### src/inc/fsr_regs.svh
`ifndef FSR_REGS_SVH
`define FSR_REGS_SVH

// ==========================================
// Register word offsets (byte address = 4 x index)
`define FSR_IDX_FAULT_ONE 8'h71
`define FSR_IDX_FAULT_TWO 8'h72
`define FSR_IDX_WARNING 8'h73
`define FSR_IDX_CLEAR 8'h78
`define FSR_IDX_IRQ_STATUS 8'h79
`define FSR_IDX_IRQ_ENABLE 8'h7A
`define FSR_IDX_IRQ_CLEAR 8'h7B

// ==========================================
// Field positions
`define FSR_F1_CRC 7
`define FSR_F1_COEF 6
`define FSR_F1_BOOT 5
`define FSR_F1_CLK 2
`define FSR_F1_OV 1
`define FSR_F1_UV 0
`define FSR_F2_RIGHT 2
`define FSR_F2_LEFT 1
`define FSR_F2_OTSD 0
`define FSR_CLEAR_BIT 7

// ==========================================
// Reset values and masks
`define FSR_RST_BYTE 8'h00
`define FSR_F1_MASK 8'hE7
`define FSR_F2_MASK 8'h07
`define FSR_WARN_MASK 8'h3F
`define FSR_IRQ_MASK 8'h07
`endif

### src/inc/fsr_pkg.sv
package fsr_pkg;
  typedef logic [7:0] fsr_byte_t;
  typedef enum logic [2:0]
  {
    FSR_IDLE = 3'b001,
    FSR_WAIT = 3'b010,
    FSR_DONE = 3'b100
  } fsr_bus_e;
endpackage

### src/core/fsr_top.sv
`timescale 1ns/1ns
`include "fsr_regs.svh"
module fsr_top
  import fsr_pkg::*;
(
  // Clock and reset
  input wire logic CORE_CLK,
  input wire logic RST_N,
  // Avalon-MM slave
  input wire logic [9:0] AVS_ADDRESS,
  input wire logic AVS_READ,
  input wire logic AVS_WRITE,
  input wire logic [31:0] AVS_WRITEDATA,
  input wire logic [3:0] AVS_BYTEENABLE,
  output logic [31:0] AVS_READDATA,
  output logic AVS_WAITREQUEST,
  // Fault sources, asynchronous levels
  input wire logic CRC_ERROR_IN,
  input wire logic COEF_WRITE_ERROR_IN,
  input wire logic BOOT_LOAD_ERROR_IN,
  input wire logic CLOCK_FAULT_IN,
  input wire logic SUPPLY_OV_IN,
  input wire logic SUPPLY_UV_IN,
  input wire logic RIGHT_CURRENT_FAULT_IN,
  input wire logic LEFT_CURRENT_FAULT_IN,
  input wire logic THERMAL_SHUTDOWN_IN,
  input wire logic LEFT_CURRENT_WARN_IN,
  input wire logic RIGHT_CURRENT_WARN_IN,
  input wire logic [3:0] THERMAL_WARN_IN,
  // Outputs
  output logic OUTPUT_HIZ,
  output logic FAULT_PIN_N,
  output logic IRQ
);

  // ==========================================
  // Input synchronisers, three stages
  localparam int NIN = 15;
  logic [NIN-1:0] raw;
  logic [NIN-1:0] s1_r;
  logic [NIN-1:0] s2_r;
  logic [NIN-1:0] s3_r;
  logic [NIN-1:0] live_r;

  assign raw = {THERMAL_WARN_IN, RIGHT_CURRENT_WARN_IN, LEFT_CURRENT_WARN_IN,
                THERMAL_SHUTDOWN_IN, LEFT_CURRENT_FAULT_IN, RIGHT_CURRENT_FAULT_IN,
                SUPPLY_UV_IN, SUPPLY_OV_IN, CLOCK_FAULT_IN, BOOT_LOAD_ERROR_IN,
                COEF_WRITE_ERROR_IN, CRC_ERROR_IN};

  always_ff @(posedge CORE_CLK)
  begin
    if (!RST_N)
      s1_r <= '0;
    else
      s1_r <= raw;
  end

  always_ff @(posedge CORE_CLK)
  begin
    if (!RST_N)
      s2_r <= '0;
    else
      s2_r <= s1_r;
  end

  // Third stage exists only to vote against the second
  always_ff @(posedge CORE_CLK)
  begin
    if (!RST_N)
      s3_r <= '0;
    else
      s3_r <= s2_r;
  end

  // Change accepted only once stages two and three agree
  always_ff @(posedge CORE_CLK)
  begin
    if (!RST_N)
      live_r <= '0;
    else
    begin
      for (int i = 0; i < NIN; i++)
      begin
        if (s2_r[i] == s3_r[i])
          live_r[i] <= s3_r[i];
      end
    end
  end

  logic crc_l;
  logic coef_l;
  logic boot_l;
  logic clk_l;
  logic ov_l;
  logic uv_l;
  logic rcur_l;
  logic lcur_l;
  logic otsd_l;
  logic lwarn_l;
  logic rwarn_l;
  logic [3:0] twarn_l;
  assign {twarn_l, rwarn_l, lwarn_l, otsd_l, lcur_l, rcur_l,
          uv_l, ov_l, clk_l, boot_l, coef_l, crc_l} = live_r;

  // ==========================================
  // Bus decode
  fsr_bus_e bus_state_r;
  logic acc_wr;
  logic acc_rd;
  logic [7:0] idx;
  logic lane0;
  assign idx = AVS_ADDRESS[9:2];
  assign lane0 = AVS_BYTEENABLE[0];
  // Write lands at the edge where the master sees waitrequest low
  assign acc_wr = (bus_state_r == FSR_DONE) && AVS_WRITE;
  // Read byte launched one cycle ahead so it stands at that edge
  assign acc_rd = (bus_state_r == FSR_WAIT) && AVS_READ;

  logic clear_pulse;
  logic wr_lane0;
  logic wr_irq_clear;
  logic wr_irq_enable;
  logic [7:0] irq_clear_w;
  // Only lane 0 carries the byte registers
  assign wr_lane0 = acc_wr && lane0;
  // Status register writes fall through: nothing decodes them
  assign clear_pulse = wr_lane0 && (idx == `FSR_IDX_CLEAR)
                       && AVS_WRITEDATA[`FSR_CLEAR_BIT];
  assign wr_irq_clear = wr_lane0 && (idx == `FSR_IDX_IRQ_CLEAR);
  assign wr_irq_enable = wr_lane0 && (idx == `FSR_IDX_IRQ_ENABLE);
  assign irq_clear_w = wr_irq_clear ? AVS_WRITEDATA[7:0] : 8'h00;

  // ==========================================
  // Latched faults; set wins over clear
  fsr_byte_t fault_one_r;
  fsr_byte_t fault_two_r;
  fsr_byte_t warn_r;
  fsr_byte_t f1_set;
  fsr_byte_t f2_set;
  fsr_byte_t w_set;
  fsr_byte_t f1_sticky_r;
  logic boot_r;

  always_comb
  begin
    f1_set = 8'h00;
    f1_set[`FSR_F1_CRC] = crc_l;
    f1_set[`FSR_F1_COEF] = coef_l;
    f1_set[`FSR_F1_CLK] = clk_l;
    f1_set[`FSR_F1_OV] = ov_l;
    f1_set[`FSR_F1_UV] = uv_l;
  end

  always_comb
  begin
    f2_set = 8'h00;
    f2_set[`FSR_F2_RIGHT] = rcur_l;
    f2_set[`FSR_F2_LEFT] = lcur_l;
    f2_set[`FSR_F2_OTSD] = otsd_l;
  end

  always_comb
  begin
    w_set = {2'b00, lwarn_l, rwarn_l, twarn_l};
  end

  always_ff @(posedge CORE_CLK)
  begin
    if (!RST_N)
      f1_sticky_r <= `FSR_RST_BYTE;
    else
    begin
      // Flags hold after recovery until cleared
      f1_sticky_r <= ((clear_pulse ? 8'h00 : f1_sticky_r) | f1_set) & `FSR_F1_MASK;
    end
  end

  // Boot result is a status level, not a sticky flag
  always_ff @(posedge CORE_CLK)
  begin
    if (!RST_N)
      boot_r <= 1'b0;
    else
      boot_r <= boot_l;
  end

  always_comb
  begin
    fault_one_r = f1_sticky_r;
    fault_one_r[`FSR_F1_BOOT] = boot_r;
  end

  always_ff @(posedge CORE_CLK)
  begin
    if (!RST_N)
      fault_two_r <= `FSR_RST_BYTE;
    else
      fault_two_r <= ((clear_pulse ? 8'h00 : fault_two_r) | f2_set) & `FSR_F2_MASK;
  end

  always_ff @(posedge CORE_CLK)
  begin
    if (!RST_N)
      warn_r <= `FSR_RST_BYTE;
    else
      warn_r <= ((clear_pulse ? 8'h00 : warn_r) | w_set) & `FSR_WARN_MASK;
  end

  // ==========================================
  // Output stage follows live conditions so it recovers on its own
  logic stop_w;
  // Serious faults only; current faults keep the outputs driving
  assign stop_w = clk_l | ov_l | uv_l | otsd_l;

  always_ff @(posedge CORE_CLK)
  begin
    if (!RST_N)
      OUTPUT_HIZ <= 1'b0;
    else
      OUTPUT_HIZ <= stop_w;
  end

  always_ff @(posedge CORE_CLK)
  begin
    if (!RST_N)
      FAULT_PIN_N <= 1'b1;
    else
      FAULT_PIN_N <= ~stop_w;
  end

  // ==========================================
  // Interrupts: bit0 fault one, bit1 fault two, bit2 warning
  fsr_byte_t irq_status_r;
  fsr_byte_t irq_enable_r;
  fsr_byte_t irq_ev;
  logic [7:0] f1_prev_r;
  logic [7:0] f2_prev_r;
  logic [7:0] w_prev_r;
  logic f1_rise;
  logic f2_rise;
  logic w_rise;

  always_ff @(posedge CORE_CLK)
  begin
    if (!RST_N)
      f1_prev_r <= 8'h00;
    else
      f1_prev_r <= fault_one_r;
  end

  always_ff @(posedge CORE_CLK)
  begin
    if (!RST_N)
      f2_prev_r <= 8'h00;
    else
      f2_prev_r <= fault_two_r;
  end

  always_ff @(posedge CORE_CLK)
  begin
    if (!RST_N)
      w_prev_r <= 8'h00;
    else
      w_prev_r <= warn_r;
  end

  // Rising bits only, so a held fault interrupts once
  assign f1_rise = |(fault_one_r & ~f1_prev_r);
  assign f2_rise = |(fault_two_r & ~f2_prev_r);
  assign w_rise = |(warn_r & ~w_prev_r);
  assign irq_ev = {5'b00000, w_rise, f2_rise, f1_rise};

  always_ff @(posedge CORE_CLK)
  begin
    if (!RST_N)
      irq_status_r <= 8'h00;
    else
      irq_status_r <= ((irq_status_r & ~irq_clear_w) | irq_ev) & `FSR_IRQ_MASK;
  end

  always_ff @(posedge CORE_CLK)
  begin
    if (!RST_N)
      irq_enable_r <= 8'h00;
    else if (wr_irq_enable)
      irq_enable_r <= AVS_WRITEDATA[7:0] & `FSR_IRQ_MASK;
  end

  always_ff @(posedge CORE_CLK)
  begin
    if (!RST_N)
      IRQ <= 1'b0;
    else
      IRQ <= |(irq_status_r & irq_enable_r);
  end

  // ==========================================
  // Bus handshake and read mux
  fsr_byte_t rd_byte;
  always_comb
  begin
    unique case (idx)
      `FSR_IDX_FAULT_ONE: rd_byte = fault_one_r;
      `FSR_IDX_FAULT_TWO: rd_byte = fault_two_r;
      `FSR_IDX_WARNING: rd_byte = warn_r;
      `FSR_IDX_IRQ_STATUS: rd_byte = irq_status_r;
      `FSR_IDX_IRQ_ENABLE: rd_byte = irq_enable_r;
      `FSR_IDX_CLEAR: rd_byte = 8'h00;
      `FSR_IDX_IRQ_CLEAR: rd_byte = 8'h00;
      default: rd_byte = 8'h00;
    endcase
  end

  always_ff @(posedge CORE_CLK)
  begin
    if (!RST_N)
      bus_state_r <= FSR_IDLE;
    else
    begin
      unique case (bus_state_r)
        FSR_IDLE:
        begin
          if (AVS_READ || AVS_WRITE)
            bus_state_r <= FSR_WAIT;
        end
        FSR_WAIT:
          bus_state_r <= FSR_DONE;
        FSR_DONE:
          bus_state_r <= FSR_IDLE;
        default:
          bus_state_r <= FSR_IDLE;
      endcase
    end
  end

  // Low only through the DONE cycle
  always_ff @(posedge CORE_CLK)
  begin
    if (!RST_N)
      AVS_WAITREQUEST <= 1'b1;
    else
      AVS_WAITREQUEST <= (bus_state_r != FSR_WAIT);
  end

  // Data stands until the next answer
  always_ff @(posedge CORE_CLK)
  begin
    if (!RST_N)
      AVS_READDATA <= 32'h00000000;
    else if (bus_state_r == FSR_WAIT)
      AVS_READDATA <= acc_rd ? {24'h000000, rd_byte} : 32'h00000000;
  end

endmodule

### config.mk
export PLATFORM = sky130hd
export DESIGN_NAME = fsr_top
export DESIGN_NICKNAME = d
export VERILOG_FILES = /design/src/inc/fsr_pkg.sv /design/src/core/fsr_top.sv
export VERILOG_INCLUDE_DIRS = /design/src /design/src/inc
export SDC_FILE = /design/constraint.sdc
export NUM_CORES = 1
export LEC_CHECK = 0
export ABC_AREA = 0
export BUFFER_PORTS_ARGS = -buffer_cell sky130_fd_sc_hd__clkbuf_2
export CORE_ASPECT_RATIO = 1.1
export CORE_MARGIN = 10
export CORE_UTILIZATION = 56
export CTS_CLUSTER_DIAMETER = 30
export CTS_CLUSTER_SIZE = 10
export DETAILED_ROUTE_END_ITERATION = 8
export PLACE_DENSITY = 0.84
export SYNTH_ARGS = -nofsm -noshare
export SYNTH_HDL_FRONTEND = slang
export SYNTH_SLANG_ARGS = --single-unit
### constraint.sdc
create_clock -name CORE_CLK -period 3.2 [get_ports CORE_CLK]
set_clock_uncertainty 0.15 [all_clocks]
set_input_delay 0.8 -clock CORE_CLK [delete_from_list [all_inputs] [get_ports CORE_CLK]]
set_output_delay 0.8 -clock CORE_CLK [all_outputs]
set_load 0.03 [all_outputs]
Word level (Yosys, flattened, before mapping):

Index checks and enable logic that the tools add are counted.

* memory bits (read-only): 0
* latch bits: 0
* RAM bits: 0
* flip-flop bits (word level): 147
* word-level logic and storage cells: 98
* output and inout port bits: 36
* memories kept: 0
* input port bits: 65

* bitwise logic cells: 17
* add/sub/neg operators: 0
* shift operators: 0
* eq/ne operators: 27
* mux-type cells: 8
* order comparisons: 0
* multipliers: 0
* reductions and logical operators: 12
* divide/modulo/power cells: 0

Operators by type and width (count)
* $eq A8 B7 Y1 const B: 7
* $pmux W8 S5: 1
* $reduce_or A8 Y1: 4
* $not A8 Y8: 3
* $mux W8: 2
* $eq A1 B1 Y1: 15
* $mux W3: 3
* $and A3 B8 Y8: 1
* $and A6 B8 Y8: 1
* $and A8 B8 Y8: 1
* $or A8 B8 Y8: 1
* $logic_and A1 B1 Y1: 7
* $and A3 B3 Y3: 2
* $mux W6: 1
* $or A3 B3 Y3: 2
* $or A6 B6 Y6: 1
* $pmux W3 S2: 1
* $eq A3 B1 Y1 const B: 1
* $eq A3 B2 Y1 const B: 1
* $eq A3 B3 Y1 const B: 1
* $ne A3 B2 Y1 const B: 1
* $not A3 Y3: 1
* $or A1 B1 Y1: 3
* $ne A2 B2 Y1 const B: 1
* 2 further kinds: 2

Depth between registers and ports, before layout:

Gate-level depths: netlist of run 1.

* word-level depth: 8
* mapped depth: 6
* mapped depth without buffers: 4

Least setup slack after synthesis of run 1:

No wires, ideal clock.

* path kind: input port to flip-flop
* start: input AVS_ADDRESS[4]
* end: register f1_sticky_r[0]
* stages on the path: 5
* path slack: 1159 ps
* data required time: 2933 ps
* buffers on the path: 1
* library setup time: 117 ps
* data arrival time: 1774 ps
* cell sequence: and4bb_2 -> and4_4 -> a31oi_4 -> buf_6 -> a22o_1

* longest elaborated chain between the ends: 5

Ends and longest elaborated chain
* start, declared: RTL line fsr_top.sv:10 `input wire logic [9:0] AVS_ADDRESS,`
* $eq A8 B7 Y1 (no source line)
* $logic_and A1 B1 Y1 (2 in a row): RTL line fsr_top.sv:127 `` assign clear_pulse = wr_lane0 && (idx == `FSR_IDX_CLEAR) ``
* $mux W8: RTL line fsr_top.sv:174 `` f1_sticky_r <= ((clear_pulse ? 8'h00 : f1_sticky_r) | f1_set) & `FSR_F1_MASK; ``
* $or A8 B8 Y8: RTL line fsr_top.sv:174
* end signal, assigned: RTL line fsr_top.sv:170 `` f1_sticky_r <= `FSR_RST_BYTE; ``
* end signal, assigned: RTL line fsr_top.sv:174
* end, declared: RTL line fsr_top.sv:141 `fsr_byte_t f1_sticky_r;`

Every way passes these cells.
A chain may end at the register's enable or synchronous reset.

Worst setup path after layout of run 1:

* start: input AVS_ADDRESS[5]
* end: register f1_sticky_r[7]

The elaborated chain is that of the path after synthesis.

==> flow_results.org, run 1 <==
** Outcome
- Outcome :: finished clean

** Floorplanning
- The die is 107 um tall.
- Horizontal extent of the die :: 98.8 um
- During I/O placement, the number of pins put on the boundary was 101.
- Core region area :: 6630 um2
- Effective utilization at floorplan :: 0.577
- Count of standard-cell rows :: 31
- Area of the die :: 10500 um2

** Power and ir drop
- After layout, the design draws a total of 2410 uW.
- In this run the static leakage power is 0.00173 uW.
- PD cells :: 578 nW/um2
- VDD sags by at most 414 uV.

** Worst setup path
- Critical Path Start Type :: input pin
- In this run the worst setup path begins at AVS_ADDRESS[5].
- STA puts the critical path data required time at 3.35 ns.
- The critical path is of the input pin to flip-flop type.
- Along the worst path, the maximum fanout reaches 14.
- The worst setup path is captured at a flip-flop.
- Critical R2R Launch :: bus_state_r[0]$_SDFFE_PN1P_
- Data arrives at the worst endpoint at 2.05 ns.
- Measured in cells, the most critical reg-to-reg path has a length of 4.

** GRT
- For this run, the total global-route usage over all layers was measured as 0.131.
- Largest net degree at the start of global routing :: 77
- After global routing the overflow that remains totals 0.
- Number of antenna violations at the first check in global routing :: 0
- Number of global-route vias before repair :: 2491
- Global-route wire length before repair :: 11500 um

** Timing
- Setup repair after global routing missed its margin :: no
- Actual transition at the worst max-transition pin :: 0.630 ns
- Time the worst path needs with I/O delays and setup :: 1.89 ns
- Max Transition Viols Final :: 0
- Setup violations remaining at the end of the flow were counted as 0.
- Highest clock rate :: 528 MHz
- Final worst-path cycle share :: 0.592
- After routing, the total negative slack on setup checks comes to 0 ns.
- Final hold violations :: 0
- In this run the tightest slew margin relative to its limit is 0.580.

** Cells and area
- Count of nets after finishing :: 472
- Most frequent cells in the layout :: sky130_fd_sc_hd__dfxtp_1, sky130_fd_sc_hd__and2_1, sky130_fd_sc_hd__clkbuf_2
- Most common cell after layout, fill and taps aside :: sky130_fd_sc_hd__dfxtp_1
- The repair_antennas step left the layout with diodes totalling 0.
- Of the cells placed in the final design, the portion with a size suffix greater than 1 is 0.184.
- Layout Cell Area excl Fill :: 4180 um2
- At the end of the flow the core is filled with cells to 0.630.
- Layout overhead on the synthesized area :: 9.16%

** Detailed routing
- DRC violation count after routing :: 0
- Summed over all layers, the routed wires come to 6860 um.
- The pre-antenna-repair detailed-routing pass consisted of 4 iterations.
- Dividing the detail-routed via count by the number of cells gives 5.00.
- DRC marker count from the first detailed-route iteration :: 149
- Dividing the detail-routed wire length by the instance count gives 13.9 um.
- ANT nets after route :: 0
- Vias :: 2468

** Placed design
- In this run the cell area measured after placement is 3960 um2.
- Once detailed placement completed, the half-perimeter wirelength came to 4750 um.
- Routability-driven placement finished with a final weighted congestion of 0.802.
- Input and output buffers added on the ports amount to 43.

** Synthesis
- The synthesized netlist contains 43 unique library cells.
- The cell area that synthesis handed to floorplanning was 3820 um2.
- During synthesis, Yosys emitted a total of 0 warnings.
- In the synthesized netlist the async set-or-reset flop fraction comes to 0.
- Post-synth EDFFs :: 0
- Post-Synthesis Mean Instance Area :: 10.4 um2
- Prevailing post-synth register cell :: sky130_fd_sc_hd__dfxtp_1
- After technology mapping, the gate count stands at 368.
- For this run, the register share of the synthesized area comes to 0.581.
- In this run, synthesis produced a sequential element count of 111.

** Clock network
- The longest clock path from root to sink contains 2 buffers.
- Gates resized during post-CTS repair numbered 0.
- After clock tree synthesis, the setup repair step added 0 buffers.
- Post-cts hold buffer count :: 0
- CTS H-Tree Depth :: 3
- Skew-Pair Late Insertion Delay :: 0.36 ns
- Root Buffer :: sky130_fd_sc_hd__clkbuf_8
- After clock tree synthesis, the clock-pin slew on the worst setup and hold paths is 0.09 ns.
- Buffers inserted during clock tree synthesis total 9.
- Number of sinks driven by the clock tree :: 111
- TritonCTS built the clock tree.

** Hold path
- Number of cells traversed by the worst hold path :: 1
- The startpoint identified for the worst hold timing path is s1_r[8]$_SDFF_PN0_.
- Worst hold path type :: flip-flop to flip-flop

** Run
- Count of max-cap constraint violations :: 0
-- sequential cells by signal, indices dropped and copies added (netlist names), 5 cells and up --
name	cells
f1_sticky_r	5
s2_r	15
f1_prev_r	6
s3_r	15
s1_r	15
w_prev_r	6
warn_r	6
live_r	15
AVS_READDATA	8
-- through the flow --
stage               instances  setup WS, ns  hold slack [ns]
floorplan                 391          1.16            0.256
global placement          478         0.971            0.265
detailed placement        478         0.945            0.267
CTS                       494          1.30            0.291
global route              494          1.17            0.303
finish                    494          1.31            0.287
-- final timing paths --
path	to	slack (ns)
max	f1_sticky_r[7]$_SDFF_PN0_	1.31
max reg2reg	f1_sticky_r[7]$_SDFF_PN0_	1.53
min reg2reg	s2_r[8]$_SDFF_PN0_	0.29
min	s2_r[8]$_SDFF_PN0_	0.29
-- per-layer routing --
| layer | routed length (um) | share of wire | track usage | vias to the layer above |
|---|---|---|---|---|
| met4 | 164 | 0.024 | 0.0727 | 0 |
| met2 | 3210 | 0.47 | 0.212 | 70 |
| li1 | - | - | - | 1262 |
| met1 | 3060 | 0.45 | 0.149 | 1120 |
| met3 | 431 | 0.063 | 0.0450 | 16 |
| met5 | 0 | 0 | 0 | - |
-- report_power, final --
group | internal, uW | leakage, uW | switching (uW) | total [uW]
registers | 1410 | 0.000903 | 12.8 | 1420
clock network | 412 | 0.000108 | 449 | 861
logic | 39.5 | 0.000720 | 88.0 | 128
total | 1860 | 0.00173 | 550 | 2410
-- cell families after synthesis --
kind of cell           synth area share
flip-flops                        0.581
other                          0.000980
buffers and inverters            0.0916
AO/OA/AOI/OAI                     0.140
AND/OR/NAND/NOR                   0.164
multiplexers                     0.0222
-- cells in the mapped netlist, types with 2 or more instances --
master	number	area (um2)
sky130_fd_sc_hd__o21ai_0	18	90.1
sky130_fd_sc_hd__buf_4	24	180
sky130_fd_sc_hd__a22o_2	4	40.0
sky130_fd_sc_hd__a221oi_1	2	17.5
sky130_fd_sc_hd__a21oi_1	17	85.1
sky130_fd_sc_hd__o22ai_1	5	31.3
sky130_fd_sc_hd__o31a_1	3	26.3
sky130_fd_sc_hd__dfxtp_1	111	2220
sky130_fd_sc_hd__inv_1	19	71.3
sky130_fd_sc_hd__mux2i_1	4	40.0
sky130_fd_sc_hd__nand2_1	28	105
sky130_fd_sc_hd__nor2_1	16	60.1
sky130_fd_sc_hd__buf_6	2	22.5
sky130_fd_sc_hd__a22o_1	15	131
sky130_fd_sc_hd__and4b_1	2	20.0
sky130_fd_sc_hd__and2_1	51	319
sky130_fd_sc_hd__a22oi_1	3	22.5
sky130_fd_sc_hd__a41oi_1	3	26.3
sky130_fd_sc_hd__buf_1	2	7.51
sky130_fd_sc_hd__clkbuf_1	7	26.3
sky130_fd_sc_hd__nand2b_1	3	18.8
sky130_fd_sc_hd__mux2_2	4	45.0
sky130_fd_sc_hd__nor2b_1	3	18.8
sky130_fd_sc_hd__and2b_2	2	17.5
sky130_fd_sc_hd__a221o_1	2	20.0
-- area by class of cell --
class | count | area, um2
Tap cell | 82 | 103
Clock buffer | 11 | 151
Timing Repair Buffer | 44 | 223
Clock inverter | 5 | 62.6
Sequential cell | 111 | 2220
Inverter | 20 | 75.1
Multi-Input combinational cell | 221 | 1340
Fill cell | 552 | 2460
-- critical path, cell delays in order --
cell and delay (ns):
sky130_fd_sc_hd__clkbuf_2 0.18, sky130_fd_sc_hd__and4b_1 0.21, sky130_fd_sc_hd__and4_4 0.22, sky130_fd_sc_hd__a31oi_4 0.43, sky130_fd_sc_hd__a22o_2 0.21
(Power assumes the default switching activity.)
==> run 2: changes to the inputs <==
Settings changed: CORE_UTILIZATION 56 to 52, PLACE_DENSITY 0.84 to 0.79.
Clock period 3.2 ns to 1.75 ns, I/O delays scaled along.
==> run 2 against run 1 <==
Net effect: non-clock buffer count increased by 6; register-to-register slack got worse by 1.4 ns; sequential power up 83%; worst setup slack lost 1.2 ns; combinational power is 93% higher; first-iteration DRC count down 40%; clock power grew 95%; final area increased by 1.8%; critical path type is now flip-flop to flip-flop; critical endpoint unchanged.
==> flow_results.org, run 2 (synthesized netlist as in run 1, its figures left out) <==
** Cells and area
- Fill cells in the final layout number 600.
- Most frequent cells in the layout :: sky130_fd_sc_hd__dfxtp_1, sky130_fd_sc_hd__and2_1, sky130_fd_sc_hd__clkbuf_2
- Multi-input gate area :: 1340 um2
- At the end of the flow, the number of nets in the layout was 478.
- Share of layout cells above drive strength 1 :: 0.196
- Register cell area after layout :: 2220 um2
- Compared with the post-synthesis result, the final layout area differs by 11.1%.
- Antenna fix cells :: 0
- Most common cell after layout, fill and taps aside :: sky130_fd_sc_hd__dfxtp_1
- Layout Cell Area excl Fill :: 4250 um2

** Timing
- Final hold analysis gives a worst-case slack of 0.127 ns.
- Time the worst path needs with I/O delays and setup :: 1.64 ns
- Highest clock rate :: 611 MHz
- The final number of hold-violating endpoints was 0.
- Final worst-path cycle share :: 0.935
- Max Transition Viols Final :: 0
- Setup repair after global routing missed its margin :: no
- Setup violations remaining at the end of the flow were counted as 0.

** Worst setup path
- Among cell families on the critical path, the largest total delay comes from compound AO/OA/AOI/OAI gates.
- Worst path bufs/invs :: 0
- The worst setup path is captured at a flip-flop.
- On the worst path, the slowest cell contributes a delay of 0.39 ns.
- By startpoint and endpoint, the worst setup path is classified as flip-flop to flip-flop.
- Worst path required time :: 1.90 ns
- Walking the worst path, the cells encountered are and4b_1, and4_4, a31oi_4, a22o_2.
- At the worst endpoint, the arrival time is 1.79 ns.
- Critical Path Start Type :: flip-flop
- Maximum fanout along the worst path :: 14
- The largest individual stage delay along the critical path comes from the cell sky130_fd_sc_hd__dfxtp_1.

** Floorplanning
- The initial utilization of the core area, before any placement, comes to 0.540.
- Core region area :: 7090 um2
- Total I/O pin count :: 101
- Area of the die :: 11200 um2
- In this run the core area contains 32 standard-cell rows.
- The floorplan step set the die height to 110 um.
- In this run the horizontal extent of the chip is 102 um.

** Placed design
- Routability-driven placement finished with a final weighted congestion of 0.796.
- # port buffers :: 43
- Final HPWL DP :: 4800 um
- Summing all placed instances gives a cell area of 4020 um2.

** GRT
- The number of antenna violations at the first check in global routing came to 0.
- After global routing the overflow that remains totals 0.
- Number of global-route vias before repair :: 2467
- Entering global routing, the biggest net connects 76 pins.
- The first global-routing pass estimated 11000 um of wire.
- For this run, the total global-route usage over all layers was measured as 0.122.

** Clock network
- Maximum number of buffers from clock root to sink :: 2
- The root buffer cell chosen for the clock tree is sky130_fd_sc_hd__clkbuf_8.
- Number of sinks driven by the clock tree :: 111
- After clock tree synthesis, the clock-pin slew on the worst setup and hold paths is 0.10 ns.
- The number of setup buffers added after CTS is 0.
- TritonCTS built the clock tree.
- # resized after CTS :: 0
- Skew-Pair Late Insertion Delay :: 0.36 ns
- Post-cts hold buffer count :: 0
- Number of CTS-inserted buffers :: 9
- CTS H-Tree Depth :: 3

** Power and ir drop
- PD cells :: 1070 nW/um2
- The worst-case IR drop observed on VDD is 576 uV.
- The analysis attributes to cell leakage a power of 0.00178 uW.

** Detailed routing
- Dividing the detail-routed wire length by the instance count gives 13.5 um.
- The first routing iteration left 89 violations.
- DRC violation count after routing :: 0
- Via-to-Cell Ratio :: 4.93
- The first detailed-routing pass took 5 iterations.
- Aggregate routed wire length :: 6770 um
- The final route contains 2479 vias.
- ANT nets after route :: 0

** Run
- Count of max-cap constraint violations :: 0

** Outcome
- Outcome :: finished clean

** Hold path
- The tightest min-delay check is of the input pin to flip-flop type.
## run 2: cell count changes in the layout (fill, tap and decap cells not counted)
| cell | change |
|---|---|
| sky130_fd_sc_hd__clkinvlp_4 | -1 |
| sky130_fd_sc_hd__clkinv_2 | +1 |
| sky130_fd_sc_hd__buf_4 | +5 |
| sky130_fd_sc_hd__clkbuf_8 | -1 |
| sky130_fd_sc_hd__bufinv_16 | +1 |
| sky130_fd_sc_hd__buf_12 | +1 |
## run 2: final cells by class
| class | count | area share |
|---|---|---|
| multi-input cells | 221 | 0.315 |
| clock inverters | 6 | 0.0212 |
| inverters | 20 | 0.0177 |
| flip-flops and latches | 111 | 0.523 |
| well taps | 85 | 0.0250 |
| clock buffers | 10 | 0.0324 |
| repair buffers | 50 | 0.0659 |
## run 2: final timing paths
kind                            slack [ns]                   endpoint                        start  cells past startpoint
worst max-delay path                  0.11  f1_sticky_r[7]$_SDFF_PN0_  bus_state_r[1]$_SDFFE_PN0P_                      4
worst min-delay path                  0.13         s1_r[3]$_SDFF_PN0_               CLOCK_FAULT_IN                      2
worst max register to register        0.11  f1_sticky_r[7]$_SDFF_PN0_  bus_state_r[1]$_SDFFE_PN0P_                      4
worst min register to register        0.29         s2_r[8]$_SDFF_PN0_           s1_r[8]$_SDFF_PN0_                      1
## run 2: metal layers
metal | wire length [um] | up-vias | GRT usage | part of all wire
li1 | - | 1273 | - | -
met1 | 3130 | 1129 | 0.146 | 0.46
met2 | 3050 | 65 | 0.195 | 0.45
met3 | 437 | 12 | 0.0326 | 0.065
met4 | 150 | 0 | 0.0726 | 0.022
met5 | 0 | - | 0 | 0
## run 2: stage by stage
stage	std cells	setup TNS (ns)	util	setup WS, ns	power (uW)
2_1_floorplan	391	0	-	0.0715	2880
3_3_place_gp	487	-1.09	0.568	-0.0916	2900
3_5_place_dp	487	-1.29	0.568	-0.106	2910
4_1_cts	503	0	0.600	0.0440	4570
5_1_grt	503	0	0.600	0.0120	4680
6_report	503	0	0.600	0.113	4530
## run 2: power by group
group	switching (uW)	internal, uW
sequential	23.6	2580
clock	823	856
combinational	164	83.2
